===== src/hw/supply_mode_pkg.sv =====
// Purpose: shared constants and types for the supply mode sequencer
// Assumes: 100 MHz system clock
// Notes: register indices are local write addresses of the decoder port
package supply_mode_pkg;

	// ------------------------------------------------------------
	// clock and timing
	// ------------------------------------------------------------
	localparam int CLK_MHZ = 100;
	localparam int WAKE_TO_ACTIVE_TYP_US = 180;
	localparam int WAKE_TO_ACTIVE_MAX_US = 250;
	localparam int WAKE_TO_ACTIVE_TYP_CYC = WAKE_TO_ACTIVE_TYP_US * CLK_MHZ;
	localparam int WAKE_TO_ACTIVE_MAX_CYC = WAKE_TO_ACTIVE_MAX_US * CLK_MHZ;
	localparam int BOOST_AVG_KHZ = 2000;
	localparam int BOOST_MIN_KHZ = 800;
	localparam int BOOST_MAX_KHZ = 3200;
	localparam int BOOST_AVG_CYC = CLK_MHZ * 1000 / BOOST_AVG_KHZ;
	localparam int BOOST_SHORT_CYC = (CLK_MHZ * 1000 + BOOST_MAX_KHZ - 1)
		/ BOOST_MAX_KHZ;
	localparam int BOOST_LONG_CYC = CLK_MHZ * 1000 / BOOST_MIN_KHZ;
	localparam int SPREAD_W = 5;
	localparam logic [6:0] BOOST_BASE_CYC = 7'(BOOST_AVG_CYC - 16);

	// ------------------------------------------------------------
	// register indices on the write port
	// ------------------------------------------------------------
	localparam logic [2:0] IDX_BOOST_LEVEL = 3'h0;
	localparam logic [2:0] IDX_POWER_STATE = 3'h1;
	localparam logic [2:0] IDX_OUTPUT_ENABLE_MASK = 3'h2;
	localparam logic [2:0] IDX_TUNE_CODE_A = 3'h3;
	localparam int NUM_OUTPUTS = 3;

	// ------------------------------------------------------------
	// reset values and encodings
	// ------------------------------------------------------------
	localparam logic [3:0] BOOST_LEVEL_RST = 4'hb;
	localparam logic [2:0] OUTPUT_ENABLE_MASK_RST = 3'h0;
	localparam logic [7:0] TUNE_CODE_RST = 8'h00;
	localparam logic [7:0] TUNE_CODE_OFF = 8'h00;
	localparam logic [4:0] HV_MIN_VOLTS = 5'h09;
	localparam logic [1:0] PS_ACTIVE = 2'h0;
	localparam logic [1:0] PS_STARTUP = 2'h1;
	localparam logic [1:0] PS_LOW_POWER = 2'h2;
	localparam logic [1:0] PS_SHUTDOWN = 2'h3;
	localparam logic [SPREAD_W-1:0] SPREAD_SEED = 5'h01;

	typedef enum logic [1:0] {
		MODE_SHUTDOWN,
		MODE_STARTUP,
		MODE_ACTIVE,
		MODE_LOW_POWER
	} mode_t;

endpackage


===== src/hw/level_sync.sv =====
// Purpose: two-flop synchroniser for asynchronous levels
// Assumes: inputs are slow levels
// Notes: first stage is read by the second stage only
`timescale 1ns/1ps
module level_sync #(
	parameter int W = 1
) (
	input wire logic clk,
	input wire logic rst_b,
	input wire logic [W-1:0] d,
	output logic [W-1:0] q
);
	logic [W-1:0] meta_reg;

	// ------------------------------------------------------------
	// per bit stages
	// ------------------------------------------------------------
	genvar i;
	generate
		for (i = 0; i < W; i++) begin : g_bit
			always_ff @(posedge clk or negedge rst_b) begin
				if (!rst_b) begin
					meta_reg[i] <= 1'b0;
					q[i] <= 1'b0;
				end else begin
					meta_reg[i] <= d[i];
					q[i] <= meta_reg[i];
				end
			end
		end
	endgenerate
endmodule


===== src/hw/spread_clock_gen.sv =====
// Purpose: spread spectrum enable pulses for boost switching
// Assumes: run high while the boost converter is powered
// Notes: period is base plus a 5 bit lfsr value, mean near 2 MHz
`timescale 1ns/1ps
module spread_clock_gen
	import supply_mode_pkg::*;
(
	input wire logic clk,
	input wire logic rst_b,
	input wire logic run,
	output logic tick
);
	logic [SPREAD_W-1:0] lfsr_reg;
	logic [SPREAD_W-1:0] lfsr_next;
	logic [6:0] cnt_reg;
	logic [6:0] period;
	wire period_done;

	// ------------------------------------------------------------
	// period selection
	// ------------------------------------------------------------
	// lfsr never holds zero, so periods span base+1 to base+31
	assign lfsr_next = {lfsr_reg[SPREAD_W-2:0], lfsr_reg[4] ^ lfsr_reg[2]};
	assign period = BOOST_BASE_CYC + {2'b00, lfsr_reg}; // [RULE17]
	assign period_done = (cnt_reg >= period - 7'h01);

	always_ff @(posedge clk or negedge rst_b) begin
		if (!rst_b) begin
			lfsr_reg <= SPREAD_SEED;
			cnt_reg <= 7'h00;
			tick <= 1'b0;
		end else if (!run) begin
			cnt_reg <= 7'h00;
			tick <= 1'b0;
		end else if (period_done) begin
			lfsr_reg <= lfsr_next;
			cnt_reg <= 7'h00;
			tick <= 1'b1;
		end else begin
			cnt_reg <= cnt_reg + 7'h01;
			tick <= 1'b0;
		end
	end
endmodule


===== src/hw/supply_mode_sequencer.sv =====
// Purpose: operating mode sequencer for a three output tuning controller
// Assumes: serial framing decoded elsewhere into one-cycle writes
// Notes: supply and comparator levels arrive asynchronously
//
// Functional notes
// [RULE1] shutdown: all blocks off, outputs high impedance
// [RULE2] enter shutdown on analog supply arrival or io supply low
// [RULE3] io supply low forces shutdown from any mode, losing registers
// [RULE4] io supply high: startup, defaults loaded, serial on, boost on
// [RULE5] startup moves to active by itself
// [RULE6] startup command from active or low power reruns startup
// [RULE7] active command returns low power to active
// [RULE8] low power command moves active to low power
// [RULE9] low power: serial on, outputs high impedance, boost off
// [RULE10] registers kept through low power
// [RULE11] active: each output set or off by its own writes
// [RULE12] supply-on reset also resets serial interface logic
// [RULE13] supply-on reset needs io supply low then high again
// [RULE14] defaults: boost level 1011, state 01 then 00, mask 000
// [RULE15] shutdown to active within 250 us, 180 us typical
// [RULE16] boost switches while rail below level reference
// [RULE17] switching averages 2 MHz, spread 0.8 to 3.2 MHz; periods of 35 to 65 cycles here span about 1.54 to 2.86 MHz
// [RULE18] code 00h disables output and pulls it to ground
// [RULE19] level code selects 9 V to 24 V rail in 1 V steps
// [RULE20] serial writes ignored in shutdown, accepted from startup on
// [RULE21] disallowed power-state requests leave the mode unchanged
`timescale 1ns/1ps
module supply_mode_sequencer
	import supply_mode_pkg::*;
#(
	parameter int STARTUP_CYC = WAKE_TO_ACTIVE_TYP_CYC
) (
	input wire logic SYS_CLK,
	input wire logic RST_B,
	input wire logic ANALOG_SUPPLY_OK,
	input wire logic IO_SUPPLY_OK,
	input wire logic HV_BELOW_REF,
	input wire logic REG_WR,
	input wire logic [2:0] REG_ADDR,
	input wire logic [7:0] REG_WDATA,
	output logic [1:0] POWER_STATE,
	output logic SERIAL_ENABLE,
	output logic SERIAL_RST_B,
	output logic BOOST_ENABLE,
	output logic BOOST_SWITCH,
	output logic [3:0] BOOST_LEVEL,
	output logic [4:0] HV_TARGET_VOLTS,
	output logic [NUM_OUTPUTS-1:0] OUT_DRIVE,
	output logic [NUM_OUTPUTS-1:0] OUT_PULL_DOWN,
	output logic [8*NUM_OUTPUTS-1:0] OUT_CODE
);

	// ------------------------------------------------------------
	// declarations
	// ------------------------------------------------------------
	localparam logic [15:0] STARTUP_LAST = 16'(STARTUP_CYC - 1);

	logic analog_ok;
	logic io_ok;
	logic hv_below;
	logic armed_reg;
	logic armed_next;
	mode_t mode_reg;
	mode_t mode_next;
	logic [15:0] wait_reg;
	logic [15:0] wait_next;
	logic [3:0] boost_level_reg;
	logic [2:0] mask_reg;
	logic [7:0] code_reg [NUM_OUTPUTS];
	logic spread_tick;

	wire supply_down;
	wire power_up;
	wire load_defaults;
	wire write_ok;
	wire [5:0] sel;
	wire ps_write;
	wire [1:0] ps_req;
	wire startup_done;
	wire boost_on;
	wire serial_on;
	wire [1:0] ps_view;

	// ------------------------------------------------------------
	// helpers
	// ------------------------------------------------------------
	// one-hot decode of the write address
	function automatic logic [5:0] reg_decode(input logic wr,
		input logic [2:0] addr);
		logic [5:0] hit;
		hit = 6'h00;
		if (wr && addr <= IDX_TUNE_CODE_A + 3'h2) begin
			hit[addr] = 1'b1;
		end
		return hit;
	endfunction

	// power-state view of a mode
	function automatic logic [1:0] mode_code(input mode_t m);
		logic [1:0] c;
		c = PS_SHUTDOWN;
		case (m)
			MODE_STARTUP: c = PS_STARTUP;
			MODE_ACTIVE: c = PS_ACTIVE;
			MODE_LOW_POWER: c = PS_LOW_POWER;
			default: c = PS_SHUTDOWN;
		endcase
		return c;
	endfunction

	// ------------------------------------------------------------
	// synchronisers
	// ------------------------------------------------------------
	level_sync #(
		.W(3)
	) u_sync (
		.clk(SYS_CLK),
		.rst_b(RST_B),
		.d({ANALOG_SUPPLY_OK, IO_SUPPLY_OK, HV_BELOW_REF}),
		.q({analog_ok, io_ok, hv_below})
	);

	// ------------------------------------------------------------
	// supply tracking
	// ------------------------------------------------------------
	// either supply low overrides every other condition
	assign supply_down = !analog_ok || !io_ok; // [RULE2] [RULE3]

	// not a brown-out detector: a fresh low is needed to re-arm
	assign armed_next = supply_down ? 1'b1 : // [RULE13]
		(power_up ? 1'b0 : armed_reg);
	assign power_up = (mode_reg == MODE_SHUTDOWN) && !supply_down
		&& armed_reg; // [RULE4] [RULE13]

	// ------------------------------------------------------------
	// write decode
	// ------------------------------------------------------------
	// no writes before startup has begun
	assign write_ok = (mode_reg != MODE_SHUTDOWN) && !supply_down; // [RULE20]
	assign sel = reg_decode(REG_WR && write_ok, REG_ADDR);
	assign ps_write = sel[IDX_POWER_STATE];
	assign ps_req = REG_WDATA[1:0];

	// ------------------------------------------------------------
	// mode sequencing
	// ------------------------------------------------------------
	assign startup_done = (wait_reg >= STARTUP_LAST); // [RULE15]
	assign load_defaults = power_up ||
		(mode_next == MODE_STARTUP && mode_reg != MODE_STARTUP); // [RULE4]

	always_comb begin
		// other requests fall through unchanged
		mode_next = mode_reg; // [RULE21]
		wait_next = wait_reg;
		case (mode_reg)
			MODE_SHUTDOWN: begin
				wait_next = 16'h0000;
				if (power_up) begin
					mode_next = MODE_STARTUP; // [RULE4]
				end
			end
			MODE_STARTUP: begin
				// power-state writes are not honoured here
				if (startup_done) begin
					mode_next = MODE_ACTIVE; // [RULE5] [RULE15]
					wait_next = 16'h0000;
				end else begin
					wait_next = wait_reg + 16'h0001;
				end
			end
			MODE_ACTIVE: begin
				wait_next = 16'h0000;
				if (ps_write && ps_req == PS_STARTUP) begin
					mode_next = MODE_STARTUP; // [RULE6]
				end else if (ps_write && ps_req == PS_LOW_POWER) begin
					mode_next = MODE_LOW_POWER; // [RULE8]
				end
			end
			MODE_LOW_POWER: begin
				wait_next = 16'h0000;
				if (ps_write && ps_req == PS_STARTUP) begin
					mode_next = MODE_STARTUP; // [RULE6]
				end else if (ps_write && ps_req == PS_ACTIVE) begin
					mode_next = MODE_ACTIVE; // [RULE7]
				end
			end
			default: begin
				mode_next = MODE_SHUTDOWN;
				wait_next = 16'h0000;
			end
		endcase
		// supply loss beats any request in the same cycle
		if (supply_down) begin
			mode_next = MODE_SHUTDOWN; // [RULE3]
			wait_next = 16'h0000;
		end
	end

	always_ff @(posedge SYS_CLK or negedge RST_B) begin
		if (!RST_B) begin
			mode_reg <= MODE_SHUTDOWN; // [RULE2]
			wait_reg <= 16'h0000;
			armed_reg <= 1'b1;
		end else begin
			mode_reg <= mode_next;
			wait_reg <= wait_next;
			armed_reg <= armed_next;
		end
	end

	// ------------------------------------------------------------
	// configuration registers
	// ------------------------------------------------------------
	// defaults on every startup entry; shutdown contents are lost anyway
	// low power leaves everything untouched
	always_ff @(posedge SYS_CLK or negedge RST_B) begin
		if (!RST_B) begin
			boost_level_reg <= BOOST_LEVEL_RST;
		end else if (load_defaults || supply_down) begin
			boost_level_reg <= BOOST_LEVEL_RST; // [RULE14] [RULE3]
		end else if (sel[IDX_BOOST_LEVEL]) begin
			boost_level_reg <= REG_WDATA[3:0]; // [RULE10]
		end
	end

	always_ff @(posedge SYS_CLK or negedge RST_B) begin
		if (!RST_B) begin
			mask_reg <= OUTPUT_ENABLE_MASK_RST;
		end else if (load_defaults || supply_down) begin
			mask_reg <= OUTPUT_ENABLE_MASK_RST; // [RULE14]
		end else if (sel[IDX_OUTPUT_ENABLE_MASK]) begin
			mask_reg <= REG_WDATA[2:0]; // [RULE11]
		end
	end

	genvar g;
	generate
		for (g = 0; g < NUM_OUTPUTS; g++) begin : g_out
			wire code_hit;
			wire code_live;
			assign code_hit = sel[IDX_TUNE_CODE_A + 3'(g)];
			assign code_live = (code_reg[g] != TUNE_CODE_OFF); // [RULE18]

			always_ff @(posedge SYS_CLK or negedge RST_B) begin
				if (!RST_B) begin
					code_reg[g] <= TUNE_CODE_RST;
				end else if (load_defaults || supply_down) begin
					code_reg[g] <= TUNE_CODE_RST; // [RULE4]
				end else if (code_hit) begin
					code_reg[g] <= REG_WDATA; // [RULE11] [RULE10]
				end
			end

			// drive only in active; idle outputs there sink to ground
			always_ff @(posedge SYS_CLK or negedge RST_B) begin
				if (!RST_B) begin
					OUT_DRIVE[g] <= 1'b0;
					OUT_PULL_DOWN[g] <= 1'b0;
					OUT_CODE[8*g +: 8] <= TUNE_CODE_RST;
				end else if (mode_next == MODE_ACTIVE) begin
					OUT_DRIVE[g] <= mask_reg[g] && code_live; // [RULE11]
					OUT_PULL_DOWN[g] <= !(mask_reg[g] && code_live); // [RULE18]
					OUT_CODE[8*g +: 8] <= code_reg[g];
				end else begin
					OUT_DRIVE[g] <= 1'b0; // [RULE1] [RULE9]
					OUT_PULL_DOWN[g] <= 1'b0;
					OUT_CODE[8*g +: 8] <= code_reg[g];
				end
			end
		end
	endgenerate

	// ------------------------------------------------------------
	// boost converter control
	// ------------------------------------------------------------
	assign boost_on = (mode_next == MODE_STARTUP) ||
		(mode_next == MODE_ACTIVE); // [RULE4] [RULE9] [RULE1]

	spread_clock_gen u_spread (
		.clk(SYS_CLK),
		.rst_b(RST_B),
		.run(boost_on),
		.tick(spread_tick)
	);

	// on/off regulation: hysteresis is left to the comparator
	always_ff @(posedge SYS_CLK or negedge RST_B) begin
		if (!RST_B) begin
			BOOST_ENABLE <= 1'b0;
			BOOST_SWITCH <= 1'b0;
			BOOST_LEVEL <= BOOST_LEVEL_RST;
			HV_TARGET_VOLTS <= HV_MIN_VOLTS + {1'b0, BOOST_LEVEL_RST};
		end else begin
			BOOST_ENABLE <= boost_on;
			BOOST_SWITCH <= boost_on && hv_below && spread_tick; // [RULE16]
			BOOST_LEVEL <= boost_level_reg;
			HV_TARGET_VOLTS <= HV_MIN_VOLTS + {1'b0, boost_level_reg}; // [RULE19]
		end
	end

	// ------------------------------------------------------------
	// serial interface control and status
	// ------------------------------------------------------------
	// serial reset held for shutdown and the startup entry cycle
	assign serial_on = (mode_next != MODE_SHUTDOWN); // [RULE9] [RULE20]
	assign ps_view = mode_code(mode_next);

	always_ff @(posedge SYS_CLK or negedge RST_B) begin
		if (!RST_B) begin
			SERIAL_ENABLE <= 1'b0;
			SERIAL_RST_B <= 1'b0;
			POWER_STATE <= PS_SHUTDOWN;
		end else begin
			SERIAL_ENABLE <= serial_on;
			SERIAL_RST_B <= serial_on && !load_defaults; // [RULE12]
			POWER_STATE <= ps_view; // [RULE14]
		end
	end

endmodule


===== config.mk =====
export PLATFORM = sky130hd
export DESIGN_NAME = supply_mode_sequencer
export DESIGN_NICKNAME = d
export VERILOG_FILES = /design/src/hw/supply_mode_pkg.sv /design/src/hw/level_sync.sv /design/src/hw/spread_clock_gen.sv /design/src/hw/supply_mode_sequencer.sv
export SDC_FILE = /design/constraint.sdc
export NUM_CORES = 1
export LEC_CHECK = 0
export BUFFER_PORTS_ARGS = -buffer_cell sky130_fd_sc_hd__buf_4
export CAP_MARGIN = 20
export CORE_MARGIN = 5
export CORE_UTILIZATION = 50
export CTS_BUF_LIST = sky130_fd_sc_hd__clkbuf_16
export CTS_CLUSTER_SIZE = 12
export DETAILED_ROUTE_END_ITERATION = 16
export HOLD_SLACK_MARGIN = 0.06
export PLACE_DENSITY = 0.71
export SLEW_MARGIN = 20
export SYNTH_ARGS = -nofsm -noshare
export SYNTH_HDL_FRONTEND = slang
export SYNTH_HIERARCHICAL = 1
export SYNTH_SLANG_ARGS = --single-unit

===== constraint.sdc =====
create_clock -name SYS_CLK -period 2.65 [get_ports SYS_CLK]
set_clock_uncertainty 0.1 [all_clocks]
set_input_delay 0.6625 -clock SYS_CLK [delete_from_list [all_inputs] [get_ports SYS_CLK]]
set_output_delay 0.6625 -clock SYS_CLK [all_outputs]
set_load 0.05 [all_outputs]

* Word level (Yosys, flattened, before mapping)
Cells that the tools add are included.
** Storage, ports and cells
- Logic and storage cells :: 132
- Register bits after elaboration :: 114
- Input port bits :: 17
** Cells by class
- Reduce and logical (&&, ||, !) cells :: 42
- Multiplexer cells :: 37
- Bitwise operators :: 1
- Eq/ne operators :: 9
- $add $sub $neg :: 5
- Order comparisons :: 5
** Operators by type and width (number)
- 8-bit 2-to-1 mux :: 6
- 16-bit 2-to-1 mux :: 2
- 16-bit one-hot mux with 2 select lines :: 1
- 8-bit nonzero test :: 3
- 16-bit by 1-bit adder with 16-bit output, second input constant :: 1
- 16-bit by 15-bit >= comparator with 1-bit output, second input constant :: 1
- 1-bit logical AND :: 16
- 2-bit nonzero test :: 8
- 2-bit 2-to-1 mux :: 7
- 7-bit 2-to-1 mux :: 2
- 1-bit 2-to-1 mux :: 11
- 2-bit == test, second input constant :: 5
- 4-bit 2-to-1 mux :: 2
- 2-bit one-hot mux with 4 select lines :: 1
- 6-bit by 5-bit adder with 7-bit output, first input constant :: 1
- 7-bit by 1-bit adder with 7-bit output, second input constant :: 1
- 7-bit >= comparator :: 1
- 1-bit zero test :: 7
- 7-bit by 1-bit subtractor with 7-bit output, second input constant :: 1
- 2-bit by 1-bit == test with 1-bit output, second input constant :: 3
- 3-bit 2-to-1 mux :: 2
- 6-bit 2-to-1 mux :: 1
- 2-bit one-hot mux with 3 select lines :: 1
- 4-bit by 4-bit adder with 5-bit output, first input constant :: 1
- 10 further kinds :: 14

* Longest topological paths before layout
- Depth in word-level cells :: 17
- Mapped depth :: 12

* Hierarchy
Netlist, hierarchy kept.
** By module, submodules not included
- supply_mode_sequencer :: instances 1, sequential area each 2391.0 µm², area each 3721.1 µm², cells each 305
- spread_clock_gen :: instances 1, sequential area each 326.6 µm², area each 992.2 µm², cells each 107
- level_sync :: instances 1, sequential area each 150.1 µm², area each 150.1 µm², cells each 6

* Least setup slack after synthesis
Ideal clock, no wire load.
- Kind :: input -> register
- Start :: in REG_ADDR[2]
- End :: reg u_spread.lfsr_reg[0]
- Stages on the path :: 9
- Path slack :: -0.168 ns
- Buffers on the path :: 1
- Library setup time :: 0.088 ns
- Data arrival time :: 2.630 ns
- Cells stage by stage :: nand4bb_2 -> a211o_1 -> a211oi_2 -> o21a_1 -> ha_1 -> inv_1 -> clkbuf_1 -> o221ai_1 -> or3_1
** On the way
- Word-level cells in the longest chain between the ends :: 13
- Elaborated cells between the ends (all ways) :: 21
** RTL lines
- start: declaration :: line supply_mode_sequencer.sv:39 : input wire logic [2:0] REG_ADDR,
- 3-bit by 4-bit less-than comparator with 1-bit output (implied by the code) or 3-bit by 1-bit >= comparator with 1-bit output (tied branches) :: line supply_mode_sequencer.sv:93 : hit[addr] = 1'b1;
- 1-bit logical AND (implied by the code) :: line supply_mode_sequencer.sv:93
- 1-bit 2-to-1 mux (implied by the code) :: line supply_mode_sequencer.sv:93
- 1-bit demux with 3-bit select :: line supply_mode_sequencer.sv:93
- 6-bit 2-to-1 mux (*) :: line supply_mode_sequencer.sv:92 : if (wr && addr <= IDX_TUNE_CODE_A + 3'h2) begin
- 1-bit logical AND (on tied branches) :: line supply_mode_sequencer.sv:183, supply_mode_sequencer.sv:175
- 2-bit 2-to-1 mux (on tied branches) :: line supply_mode_sequencer.sv:183, supply_mode_sequencer.sv:175
- 2-bit 2-to-1 mux (on tied branches) :: line supply_mode_sequencer.sv:181, supply_mode_sequencer.sv:173
- 2-bit one-hot mux with 4 select lines (*) :: line supply_mode_sequencer.sv:155 : case (mode_reg)
- 2-bit 2-to-1 mux (*) :: line supply_mode_sequencer.sv:193 : if (supply_down) begin
- net mode_next[0] :: line supply_mode_sequencer.sv:64 : mode_t mode_next;
- 2-bit by 1-bit == test with 1-bit output or 2-bit == test (tied branches) :: line supply_mode_sequencer.sv:276, supply_mode_sequencer.sv:277
- 1-bit logical OR (*) :: line supply_mode_sequencer.sv:276 : assign boost_on = (mode_next == MODE_STARTUP) ||
- net boost_on :: line supply_mode_sequencer.sv:80 : wire boost_on;
- 2-bit AND reduction (no line) (*)
- end signal: assignment :: line spread_clock_gen.sv:36 : lfsr_reg <= lfsr_next;
- end: declaration :: line spread_clock_gen.sv:13 : logic [SPREAD_W-1:0] lfsr_reg;
The timed path passes the listed nets; every way through them passes the cells marked *.
A chain may end at the register's enable or synchronous reset.

* Final worst setup path
- Start :: reg wait_reg[11]
- End :: reg u_spread.lfsr_reg[0]
** On the way
- Word-level cells in the longest chain between the ends :: 7
- Elaborated cells between the ends (all ways) :: 8
** RTL lines
- start: declaration :: line supply_mode_sequencer.sv:65 : logic [15:0] wait_reg;
- start signal: assignment :: line supply_mode_sequencer.sv:206 : wait_reg <= wait_next;
- 16-bit by 15-bit >= comparator with 1-bit output (*) :: line supply_mode_sequencer.sv:147 : assign startup_done = (wait_reg >= STARTUP_LAST);
- 2-bit 2-to-1 mux (*) :: line supply_mode_sequencer.sv:164 : if (startup_done) begin
- 2-bit one-hot mux with 4 select lines (*) :: line supply_mode_sequencer.sv:155
- 2-bit 2-to-1 mux (*) :: line supply_mode_sequencer.sv:193
- net mode_next[0] :: line supply_mode_sequencer.sv:64
- 2-bit by 1-bit == test with 1-bit output or 2-bit == test (tied branches) :: line supply_mode_sequencer.sv:276, supply_mode_sequencer.sv:277
- 1-bit logical OR (*) :: line supply_mode_sequencer.sv:276
- net boost_on :: line supply_mode_sequencer.sv:80
- 2-bit AND reduction (no line) (*)
Marked as above.

==> results by group <==
Critical path
  – Top delay family on crit path: simple AND/OR/NAND/NOR gates
  – Critical path arrival: 2.78 ns
  – CP peak stage delay: 0.40 ns
  – Cell Chain, Critical Path: nor4_4, o211ai_1, o21a_1, o21a_1, ha_4, inv_4, buf_4, nand2_1, nor3_1, or3_1
  – CP required: 2.88 ns
  – Element type at the critical path end: flop
  – Max FO, Critical Path: 12
  – Worst Path Buf+Inv: 2
  – R2R Path End: u_spread/lfsr_reg[0]
  – Worst-case reg-to-reg path depth: 10
  – Worst setup path category: flop to flop
  – Crit path capture: u_spread/lfsr_reg[0]
  – Critical Path Most Common Cell: o21a_1
  – Flop-to-flop setup slack: 0.1 ns
  – Slowest-stage cell, CP: dfrtp_1
  – Startpoint Class: flop
  – Stages on worst setup path: 10
  – Crit path launch: wait_reg[11]
  – Reg-to-Reg Start: wait_reg[11]

Floorplan
  – Placeable Area: 9640 sq um
  – DIE AREA: 11,800 sq um
  – Site Rows: 36
  – I/O Pins: 62
  – Starting Density: 50.5%
  – Die H: 109 um
  – Die width: 109 um

GRT
  – Via count of the first global-routing pass: 3,651
  – First-pass GRT wire length: 17.5 mm
  – Overflow after GRT: 0
  – Pin count of the biggest net entering global routing: 47
  – Initial antenna violation count: 0
  – All-layer global routing usage: 19.1%

Final layout
  – Post-Route Utilization: 65.8%
  – Layout cells sized above 1: 30.1%
  – Fillers: 751
  – Design area: 6340 sq um
  – Diode count: 0
  – Multi-input gate area: 1920 sq um
  – Sequential cell area: 2870 sq um
  – Area Growth Syn to Fin: 30.4%
  – Nets: 554

Synth
  – Syn avg cell area: 11.6 sq um
  – Cells after Synth: 418
  – Async set-reset flop share out of synthesis: 100%
  – Synth unique cells: 56
  – Number of synthesized flops with an enable pin: 0
  – Mapped Area: 4860 sq um
  – Yosys warning count: 6
  – Synthesized flop and latch total: 114
  – Dominant synthesized flop cell: dfrtp_1
  – Syn Nets: 450
  – Register area share after synthesis: 59.0%

CTS
  – Total CTS buffers: 17
  – Htree depth: 4
  – CTS tree: built
  – Clk sinks: 114
  – Clock transition at the registers of the reported paths: 0.05 ns
  – Root buffer cell: clkbuf_16
  – Clk_lat worst skew: 0.40 ns
  – Max clock buf depth: 2

Route
  – Detailed-route via count: 3,544
  – Drt initial violations: 132
  – Remaining DRCs: 0
  – Vias per cell: 5.31
  – Routed WL: 10.3 mm
  – Router iterations before antenna repair: 5
  – Remaining antenna violation count after routing: 0
  – WL/cell: 15.4 um

Timing
  – Max Clk Rate: 392 MHz
  – Final setup violation count: 0
  – Slew headroom: 60.1%
  – RSZ-0062 raised after global routing: yes
  – Slew @ Worst Pin: 0.598 ns
  – TNS Setup: 0 ns
  – Crit path time final: 2.55 ns
  – Final worst-path cycle share: 96.3%
  – Slew Viols, Final: 0
  – Hold Violations, Final: 0

Flow run
  – Max-Cap Viols: 0

Placed design
  – Port Buf Inserts: 61
  – Placement Cell Area: 5740 sq um
  – GP Congestion: 0.873
  – Post-DP HPWL: 7.16 mm

Status
  – Outcome: finished, final reports clean

Worst hold path
  – HP Class: input port to asynchronous set/reset pin

Pwr
  – Total power: 4.10 mW
  – P_leak: 2.90 nW
  – Max IR drop VDD: 419 uV
  – Pwr per Cell Area: 646 nW/um^2
[report_power, final]
group	switching (mW)	internal [mW]	total (mW)
logic	0.135	0.0819	0.217
clock network	0.753	1.35	2.11
registers	0.0110	1.76	1.77
[metal layers]
layer	GRT usage, %	share of wire (%)
met5	0	0
met4	8.12	1.9
met3	5.57	4.9
met2	30.1	50
met1	24.9	44
[per-stage QoR]
stage	instances	hold WS (ns)	worst slack (ns)
after global placement	635	0.238	-0.283
after floorplan	418	0.231	-0.0493
after CTS	666	0.179	0.0229
after global routing	667	0.206	-0.0487
after detailed placement	635	0.242	-0.343
final	667	0.165	0.0980
[worst reg2reg max path, cell delays in order (launching register included)]
cell and delay [ns]:
dfrtp_1 0.40, nor4_4 0.31, o211ai_1 0.21, o21a_1 0.24, o21a_1 0.21, ha_4 0.30, inv_4 0.06, buf_4 0.16
nand2_1 0.08, nor3_1 0.04, or3_1 0.38
[cell families (layout without fill, tap and decap cells)]
kind of cell / Yosys count / after routing / synth area share [%]
and+or+nand+nor: 146 / 146 / 15.8
DFF: 114 / 114 / 59.0
AOI/OAI and AO/OA: 77 / 77 / 11.9
buffers and inverters: 28 / 144 / 2.34
xor gates and xnor gates: 23 / 23 / 4.14
adders and majority gates: 15 / 15 / 3.86
muxes: 14 / 14 / 2.88
other: 1 / 1 / 0.0771
[worst min-delay path by stage]
stage | startpoint | end | slack (ns)
floorplan | u_sync/meta_reg[0] | u_sync/q[0] | 0.23
global placement | u_sync/meta_reg[0] | u_sync/q[0] | 0.24
detailed placement | u_sync/meta_reg[1] | u_sync/q[1] | 0.24
CTS | RST_B | code_reg[10] | 0.18
global route | RST_B | code_reg[10] | 0.21
finish | RST_B | OUT_CODE[10] | 0.17
[synth_stat cells, types with 10 or more instances]
library cell	n	area, sq um
mux2i_1	14	140
dfrtp_1	102	2550
nand2_1	28	105
o21ai_0	24	120
a21oi_1	18	90.1
dfstp_2	12	315
inv_1	15	56.3
ha_1	15	188
nor2_1	43	161
xnor2_1	16	140
nand3_1	21	105
nand4_1	10	62.6
[layout by cell type, fill, tap and decap left out, types with 2 or more instances in the layout]
cell type   count
dfrtp_1       102
buf_4          95
nor2_1         43
nand2_1        28
o21ai_0        23
nand3_1        21
a21oi_1        18
inv_1          17
clkbuf_16      17
xnor2_1        16
mux2i_1        14
ha_1           14
dfstp_2        12
nand4_1        10
nor4_1          8
and3_1          7
xor2_1          7
nor3_1          7
a31oi_1         5
o2111ai_1       5
o21a_1          4
a21boi_0        4
clkinv_2        4
nor4_4          3
a211o_1         3
a21o_1          3
clkinvlp_4      3
buf_12          3
nand2b_1        2
nor3_2          2
o2111ai_4       2
bufinv_16       2
[cell type report]
type                       count  area share, %
clock buffer                  17           6.71
clock inverter                14           1.99
inverter                      15          0.927
multi-input combinational    276           30.3
sequential                   114           45.2
tap                          133           2.62
timing repair buffer          98           12.2
[repair_timing]
item / CTS / global route
gates resized for setup: 4 / 6
setup buffers: 0 / 1
setup endpoints to repair: 10 / 12
hold buffers: 0 / 0
pin swaps: 1 / 3
Power figures use the tool's default switching activity.
